File: src/strap_loader_defines.vh
// Constants for the strap default loader
// Summary of operation
// RQ1: Port 2 speed low bit follows speed strap: low 10, high 100 Mbps.
// RQ2: Port 2 duplex bit follows duplex strap: low half, high full.
// RQ3: Port 2 backpressure bit follows its strap: low off, high on.
// RQ4: One strap loads both Port 2 transmit and receive pause enables.
// RQ5: Pause enables act only while fixed flow control is selected.
// RQ6: Fixed flow-control strap low clears select; negotiation result governs.
// RQ7: Fixed flow-control strap high sets select; pause enables govern.
// RQ8: Partner ability base derives from speed strap, polarity strap, duplex pin.
// RQ9: On failed virtual negotiation external port runs at strap speed.
// RQ10: External port full duplex when duplex pin equals polarity strap.
// RQ11: Straps sampled once at reset; software may override the Port 2 defaults afterwards, not the external straps.
`ifndef STRAP_LOADER_DEFINES_VH
`define STRAP_LOADER_DEFINES_VH
// Register byte offsets
`define OFS_P2_BASIC    12'h000
`define OFS_P2_FLOWCTL  12'h004
`define OFS_VPHY_LP     12'h008
`define OFS_EXT_STATUS  12'h00c
`define OFS_P2_STATUS   12'h010
// Port 2 basic control fields
`define BIT_DUPLEX      8
`define BIT_RATE_LOW    13
// Port 2 flow control fields
`define BIT_RX_PAUSE    0
`define BIT_TX_PAUSE    1
`define BIT_BACKPRESS   2
`define BIT_FIXED_FC    3
// Partner ability fields
`define BIT_LP_10HD     5
`define BIT_LP_10FD     6
`define BIT_LP_100HD    7
`define BIT_LP_100FD    8
`define LP_SELECTOR     5'h01
// External status fields
`define BIT_EXT_SPEED   0
`define BIT_EXT_DUPLEX  1
`define BIT_EXT_FAIL    2
// Port 2 status fields
`define BIT_P2_TXP      0
`define BIT_P2_RXP      1
`define SAMPLE_DELAY    2'h2
`endif

File: src/port_strap_default_loader.v
// Strap default loader with APB register access
`timescale 1ns/1ns
`include "strap_loader_defines.vh"
module port_strap_default_loader
(
  input  wire        pclk,
  input  wire        presetn,
  input  wire        clk_en,
  input  wire        psel,
  input  wire        penable,
  input  wire        pwrite,
  input  wire [11:0] paddr,
  input  wire [31:0] pwdata,
  output reg  [31:0] prdata,
  output reg         pready,
  output reg         pslverr,
  input  wire        p2_speed_strap,
  input  wire        p2_duplex_strap,
  input  wire        p2_forced_collision_strap,
  input  wire        p2_pause_enable_strap,
  input  wire        p2_fixed_flowctl_strap,
  input  wire        ext_speed_strap,
  input  wire        ext_duplex_polarity_strap,
  input  wire        ext_duplex_pin,
  input  wire        ext_autoneg_fail,
  input  wire        p2_an_tx_pause,
  input  wire        p2_an_rx_pause,
  output reg         p2_tx_pause_active,
  output reg         p2_rx_pause_active,
  output reg         ext_speed_100,
  output reg         ext_full_duplex,
  output reg         straps_loaded
);

  // ****************************************
  // Input synchronisers
  // ****************************************
  reg [9:0] sync1_reg;
  reg [9:0] sync2_reg;
  wire [9:0] pins_in = {p2_an_rx_pause, p2_an_tx_pause, ext_autoneg_fail, ext_duplex_pin,
                        ext_duplex_polarity_strap, ext_speed_strap, p2_fixed_flowctl_strap,
                        p2_pause_enable_strap, p2_forced_collision_strap, p2_duplex_strap};
  reg        spd2_s1_reg;
  reg        spd2_s2_reg;

  // Two-stage capture of all pins
  always @(posedge pclk or negedge presetn)
  begin
    if (!presetn)
    begin
      sync1_reg   <= 10'h000;
      sync2_reg   <= 10'h000;
      spd2_s1_reg <= 1'b0;
      spd2_s2_reg <= 1'b0;
    end
    else if (clk_en)
    begin
      sync1_reg   <= pins_in;
      sync2_reg   <= sync1_reg;
      spd2_s1_reg <= p2_speed_strap;
      spd2_s2_reg <= spd2_s1_reg;
    end
  end

  wire s_dup2   = sync2_reg[0];
  wire s_bp2    = sync2_reg[1];
  wire s_pause2 = sync2_reg[2];
  wire s_fixed2 = sync2_reg[3];
  wire s_espd   = sync2_reg[4];
  wire s_epol   = sync2_reg[5];
  wire s_edup   = sync2_reg[6];
  wire s_efail  = sync2_reg[7];
  wire s_antx   = sync2_reg[8];
  wire s_anrx   = sync2_reg[9];

  // ****************************************
  // Registers
  // ****************************************
  reg [1:0]  wait_reg;
  reg        loaded_reg;
  reg        phy_rate_low_bit;
  reg        bit_a;
  reg        p2_backpressure_bit;
  reg        p2_tx_pause_enable;
  reg        p2_rx_pause_enable;
  reg        p2_fixed_flowctl_select;
  reg        ext_speed_reg;
  reg        ext_pol_reg;
  reg [8:0]  vphy_ability_reg;
  wire       load_now = !loaded_reg && (wait_reg == `SAMPLE_DELAY);
  wire       wr_en    = psel && penable && pwrite;

  // Partner ability from speed, duplex match
  wire       ext_fd_now = (s_edup == ext_pol_reg);
  reg  [8:0] ability_calc;
  always @*
  begin
    ability_calc = {4'h0, `LP_SELECTOR};
    if (ext_speed_reg)
      ability_calc[`BIT_LP_100HD] = 1'b1;
    else
      ability_calc[`BIT_LP_10HD] = 1'b1;
    if (ext_fd_now && ext_speed_reg)
      ability_calc[`BIT_LP_100FD] = 1'b1;
    if (ext_fd_now && !ext_speed_reg)
      ability_calc[`BIT_LP_10FD] = 1'b1;
  end

  // Strap load once after reset, then software writes
  always @(posedge pclk or negedge presetn)
  begin
    if (!presetn)
    begin
      wait_reg                <= 2'h0;
      loaded_reg              <= 1'b0;
      phy_rate_low_bit        <= 1'b0;
      bit_a                   <= 1'b0;
      p2_backpressure_bit     <= 1'b0;
      p2_tx_pause_enable      <= 1'b0;
      p2_rx_pause_enable      <= 1'b0;
      p2_fixed_flowctl_select <= 1'b0;
      ext_speed_reg           <= 1'b0;
      ext_pol_reg             <= 1'b0;
      vphy_ability_reg        <= 9'h000;
    end
    else if (clk_en)
    begin
      if (!loaded_reg && wait_reg != `SAMPLE_DELAY)
        wait_reg <= wait_reg + 2'h1;
      if (load_now)
      begin
        loaded_reg <= 1'b1;
        // RQ11: single sample at reset
        // RQ1: rate low bit
        phy_rate_low_bit <= spd2_s2_reg;
        // RQ2: duplex default
        bit_a <= s_dup2;
        // RQ3: backpressure default
        p2_backpressure_bit <= s_bp2;
        // RQ4: both pause enables
        p2_tx_pause_enable <= s_pause2;
        p2_rx_pause_enable <= s_pause2;
        // RQ6: RQ7: fixed select
        p2_fixed_flowctl_select <= s_fixed2;
        ext_speed_reg <= s_espd;
        ext_pol_reg   <= s_epol;
      end
      else if (loaded_reg && wr_en)
      begin
        case (paddr)
          `OFS_P2_BASIC:
          begin
            phy_rate_low_bit <= pwdata[`BIT_RATE_LOW];
            bit_a            <= pwdata[`BIT_DUPLEX];
          end
          `OFS_P2_FLOWCTL:
          begin
            p2_rx_pause_enable      <= pwdata[`BIT_RX_PAUSE];
            p2_tx_pause_enable      <= pwdata[`BIT_TX_PAUSE];
            p2_backpressure_bit     <= pwdata[`BIT_BACKPRESS];
            p2_fixed_flowctl_select <= pwdata[`BIT_FIXED_FC];
          end
          default:
            ;
        endcase
      end
      // RQ8: ability tracks straps and pin
      if (loaded_reg)
        vphy_ability_reg <= ability_calc;
    end
  end

  // ****************************************
  // Outputs
  // ****************************************
  always @(posedge pclk or negedge presetn)
  begin
    if (!presetn)
    begin
      p2_tx_pause_active <= 1'b0;
      p2_rx_pause_active <= 1'b0;
      ext_speed_100      <= 1'b0;
      ext_full_duplex    <= 1'b0;
      straps_loaded      <= 1'b0;
    end
    else if (clk_en)
    begin
      // RQ5: enables used only when fixed
      p2_tx_pause_active <= p2_fixed_flowctl_select ? p2_tx_pause_enable : s_antx;
      p2_rx_pause_active <= p2_fixed_flowctl_select ? p2_rx_pause_enable : s_anrx;
      // RQ9: fallback strap speed
      if (s_efail)
        ext_speed_100 <= ext_speed_reg;
      // RQ10: pin equals polarity
      ext_full_duplex <= ext_fd_now;
      straps_loaded   <= loaded_reg;
    end
  end

  // ****************************************
  // APB slave
  // ****************************************
  reg [31:0] rd_data;
  reg        rd_err;
  always @*
  begin
    rd_data = 32'h00000000;
    rd_err  = 1'b0;
    case (paddr)
      `OFS_P2_BASIC:
      begin
        rd_data[`BIT_RATE_LOW] = phy_rate_low_bit;
        rd_data[`BIT_DUPLEX]   = bit_a;
      end
      `OFS_P2_FLOWCTL:
      begin
        rd_data[`BIT_RX_PAUSE]  = p2_rx_pause_enable;
        rd_data[`BIT_TX_PAUSE]  = p2_tx_pause_enable;
        rd_data[`BIT_BACKPRESS] = p2_backpressure_bit;
        rd_data[`BIT_FIXED_FC]  = p2_fixed_flowctl_select;
      end
      `OFS_VPHY_LP:
        rd_data[8:0] = vphy_ability_reg;
      `OFS_EXT_STATUS:
      begin
        rd_data[`BIT_EXT_SPEED]  = ext_speed_100;
        rd_data[`BIT_EXT_DUPLEX] = ext_full_duplex;
        rd_data[`BIT_EXT_FAIL]   = s_efail;
      end
      `OFS_P2_STATUS:
      begin
        rd_data[`BIT_P2_TXP] = p2_tx_pause_active;
        rd_data[`BIT_P2_RXP] = p2_rx_pause_active;
      end
      default:
        rd_err = 1'b1;
    endcase
  end

  // One wait state: ready in second access cycle
  always @(posedge pclk or negedge presetn)
  begin
    if (!presetn)
    begin
      pready  <= 1'b0;
      pslverr <= 1'b0;
      prdata  <= 32'h00000000;
    end
    else if (clk_en)
    begin
      pready  <= psel && penable && !pready && loaded_reg;
      pslverr <= psel && penable && !pready && loaded_reg && rd_err;
      if (psel && penable && !pready && !pwrite)
        prdata <= rd_data;
    end
  end

endmodule

File: config.mk
export PLATFORM = sky130hd
export DESIGN_NAME = port_strap_default_loader
export DESIGN_NICKNAME = d
export VERILOG_FILES = /design/src/port_strap_default_loader.v
export VERILOG_INCLUDE_DIRS = /design/src
export SDC_FILE = /design/constraint.sdc
export NUM_CORES = 1
export LEC_CHECK = 0
export BUFFER_PORTS_ARGS = -buffer_cell sky130_fd_sc_hd__buf_2
export CAP_MARGIN = 20
export CORE_ASPECT_RATIO = 1.2
export CORE_MARGIN = 8
export CORE_UTILIZATION = 30
export CTS_CLUSTER_DIAMETER = 80
export CTS_CLUSTER_SIZE = 20
export DETAILED_ROUTE_END_ITERATION = 10
export GPL_TIMING_DRIVEN = 0
export SKIP_LAST_GASP = 1
export SYNTH_ARGS = -nofsm -noshare
export SYNTH_HDL_FRONTEND = slang
export SYNTH_SLANG_ARGS = --single-unit
File: constraint.sdc
create_clock -name pclk -period 1.7 [get_ports pclk]
set_clock_uncertainty 0.1 [all_clocks]
set_input_delay 0.085 -clock pclk [delete_from_list [all_inputs] [get_ports pclk]]
set_output_delay 0.085 -clock pclk [all_outputs]
set_load 0.1 [all_outputs]
==> metrics.json <==
{
  "die": {
    "floorplan.die.height_um": 116,
    "pin_count": 100,
    "placement_rows": 36,
    "initial_core_util_pct": 30.9,
    "floorplan.die_area_um2": 11600,
    "die_x_um": 99.7,
    "area_of_the_placeable_core_um2": 8150
  },
  "grt": {
    "grtUsageMet1_pct": 11.5,
    "grt_use_total_pct": 10.3,
    "grt_first_pass_wirelength_mm": 9.52,
    "grt_antenna_before_repair": 0,
    "vias_in_the_first_global_route": 1974,
    "gr-max-usage-layer": "met2",
    "m2_gr_usage_pct": 17.6,
    "grt_start_max_net_pins": 37,
    "grt_overflow": 0,
    "groute.layer.met3.usage_pct": 3.76
  },
  "synthesis": {
    "yosysSeqAreaShare_pct": 53.6,
    "synth-seq-cells": 54,
    "synth_enable_flop_cells": 0,
    "postSynthCellCount": 223,
    "post_synth.cell_area_avg_um2": 11.3,
    "yosys-mux-area-fraction_pct": 15.9,
    "synth_adder_area_share_pct": 0.496,
    "dominant_combinational_cell_family_by_area_after_synthesis": "multiplexers",
    "synth_compound_area_share_pct": 6.85,
    "top_flip_flop_cell_by_instance_count_after_synthesis": "dfrtp_1",
    "syn-cell-area_um2": 2520,
    "synth_simple_gate_area_share_pct": 13.6,
    "synth-async-reset-ratio_pct": 100,
    "synth_xor_area_share_pct": 0.694,
    "synthesis.yosys.warnings": 0,
    "synth_cell_type_count": 41
  },
  "timing": {
    "fin_ws_ns": 0.0571,
    "final-max-slew-violation-count": 0,
    "totalNegativeSetupSlack_ns": 0,
    "max-slew-margin-rel_pct": 62.5,
    "rsz0062_at_grt": "true",
    "hold_viol": 0,
    "report.final.setup_viol": 0,
    "period_share_pct": 96.6,
    "tightest_slew_ns": 0.557,
    "max_clock_freq_mhz": 609,
    "final.min_clock_period_ns": 1.64
  },
  "clock_network": {
    "tritoncts.num_buffers": 5,
    "clk_pin_slew_worst_paths_ns": 0.11,
    "htreeDepth": 2,
    "root_buf_cell": "clkbuf_8",
    "worst_skew_pair.late_latency_ns": 0.31,
    "cts_tree": "yes",
    "cts.sinks": 54,
    "max-clock-path-buffers": 2
  },
  "placement": {
    "place.port_buffers": 50,
    "dpl.hpwl_mm": 4.52,
    "worst_setup_slack_before_clock_tree_synthesis_ns": -0.212,
    "numPlacedInstances": 410,
    "gpl_congestion": 0.789
  },
  "worst_setup_path": {
    "critical_path_class": "input port to flop",
    "cp_num_buf_inv": 2,
    "worstPathArrival_ns": 1.75,
    "critPathTopFamily": "buffers and inverters",
    "worstPathCellList": "dlygate4sd3_1, inv_1, or3_4, o31ai_4, mux2_1",
    "worstPathMaxFanout": 3,
    "worst_setup_path_end_kind": "flop",
    "crit_path_top_delay_cell": "dlygate4sd3_1",
    "critPathMaxStageDelay_ns": 0.61,
    "required_time_at_the_worst_slack_endpoint_ns": 1.81,
    "crit_path_start_kind": "input port"
  },
  "route": {
    "drt_pass1_iterations": 4,
    "detail_route.drc_violations": 0,
    "wl_per_cell_um": 13.1,
    "dr_total_vias": 1825,
    "postRouteAntennaNets": 0,
    "postRouteWirelength_mm": 5.69,
    "drt-vias-per-instance": 4.19,
    "drt_iter0_drc": 47
  },
  "finish": {
    "most-common-layout-cells": "dfrtp_1, buf_2, nand2_1, buf_4, mux2_2",
    "areaGrowthSynthToFinish_pct": 32.5,
    "insertedDiodeCount": 0,
    "finalNetCount": 383,
    "ratio_of_cells_with_drive_above_1_in_the_final_layout_pct": 40.1,
    "final_common_cell": "dfrtp_1",
    "stdcell_count": 436,
    "final_core_utilization_pct": 41.0
  },
  "outcome": {
    "status": "finished clean"
  },
  "pwr": {
    "fin_total_pwr_mw": 3.92,
    "worst_ir_drop_vdd_mv": 0.497,
    "power.density_cell_area_nw_per_um2": 1170,
    "power_leakage_nw": 1.60
  },
  "job": {
    "maxCapViolations": 0
  },
  "min_path": {
    "worst_hold_path_type": "input port to flop"
  }
}
[worst reg2reg max path, delay by kind of cell (launching register included)]
kind	cells	cell delay [ns]
and+or+nand+nor	2	0.45
DFF	1	0.39
muxes	1	0.34
AOI/OAI and AO/OA	1	0.24
[per-stage QoR]
stage          hold WS (ns)  area (um^2)
2_1_floorplan        -0.311         2620
3_3_place_gp          0.217         3020
5_1_grt              0.0205         3340
4_1_cts             0.00147         3330
6_report             0.0136         3340
3_5_place_dp        -0.0344         3040
[cell usage after synthesis, types with 2 or more instances]
| cell | n | area (um^2) |
|---|---|---|
| nor3_1 | 3 | 15.0 |
| dfrtp_1 | 54 | 1350 |
| mux2i_1 | 4 | 40.0 |
| buf_2 | 2 | 10.0 |
| nand2b_1 | 3 | 18.8 |
| buf_4 | 23 | 173 |
| o31ai_2 | 2 | 25.0 |
| nor4_2 | 2 | 25.0 |
| a31oi_1 | 2 | 12.5 |
| nand4b_1 | 2 | 17.5 |
| inv_1 | 5 | 18.8 |
| nor2_1 | 5 | 18.8 |
| o21ai_0 | 4 | 20.0 |
| or3_1 | 4 | 25.0 |
| clkbuf_1 | 3 | 11.3 |
| o21ai_1 | 5 | 25.0 |
| nand3_1 | 4 | 20.0 |
| a21oi_1 | 3 | 15.0 |
| nand2_1 | 38 | 143 |
| mux2_1 | 6 | 67.6 |
| nor3b_1 | 2 | 15.0 |
| mux2_2 | 26 | 293 |
| o31ai_1 | 3 | 22.5 |
[power by group]
part	switching, mW	total, mW	internal, mW
clock network	0.429	0.719	0.290
logic	0.974	1.44	0.467
registers	0.189	1.76	1.57
[kinds of logic after synthesis]
logic type | after synthesis
adders and majority gates | 1
muxes | 36
xor gates and xnor gates | 2
AOI/OAI and AO/OA | 25
other | 1
and+or+nand+nor | 69
DFF | 54
buffers and inverters | 35
[per-layer routing]
layer  vias to the layer above  share of wire (%)
met5                         -                  0
met4                         0               0.90
met3                         5                8.1
met2                        49                 49
met1                       858                 42
li1                        913                  -
[final timing paths]
kind                                              from                        endpoint  slack [ns]  depth (start not counted)
worst min-delay path                         pwdata[1]  p2_tx_pause_enable$_DFFE_PN0P_        0.01                          4
worst min register to register   prdata[1]$_DFFE_PN0P_           prdata[1]$_DFFE_PN0P_        0.38                          2
worst max register to register  loaded_reg$_DFFE_PN0P_               bit_a$_DFFE_PN0P_        0.08                          4
worst max-delay path                            pwrite               bit_a$_DFFE_PN0P_        0.06                          5
min in group asynchronous                      presetn          prdata[13]$_DFFE_PN0P_        0.15                          2
max in group asynchronous                      presetn          loaded_reg$_DFFE_PN0P_        0.77                          3
[repair_timing]
action,in CTS,in global routing
hold buffers,15,0
hold endpoints to repair,32,0
buffers inserted,2,2
setup endpoints to repair,8,6
resized for setup,7,2
[cell type report]
type                            instances  area [um^2]
Timing Repair Buffer                   69          445
Clock inverter                          3         21.3
Multi-Input combinational cell        156         1080
Sequential cell                        54         1360
Clock buffer                            5         68.8
Buffer                                 29          204
Tap cell                              114          143
Fill cell                             806         4810
Inverter                                6         22.5
Note: power is estimated with default switching activity, not from simulation.
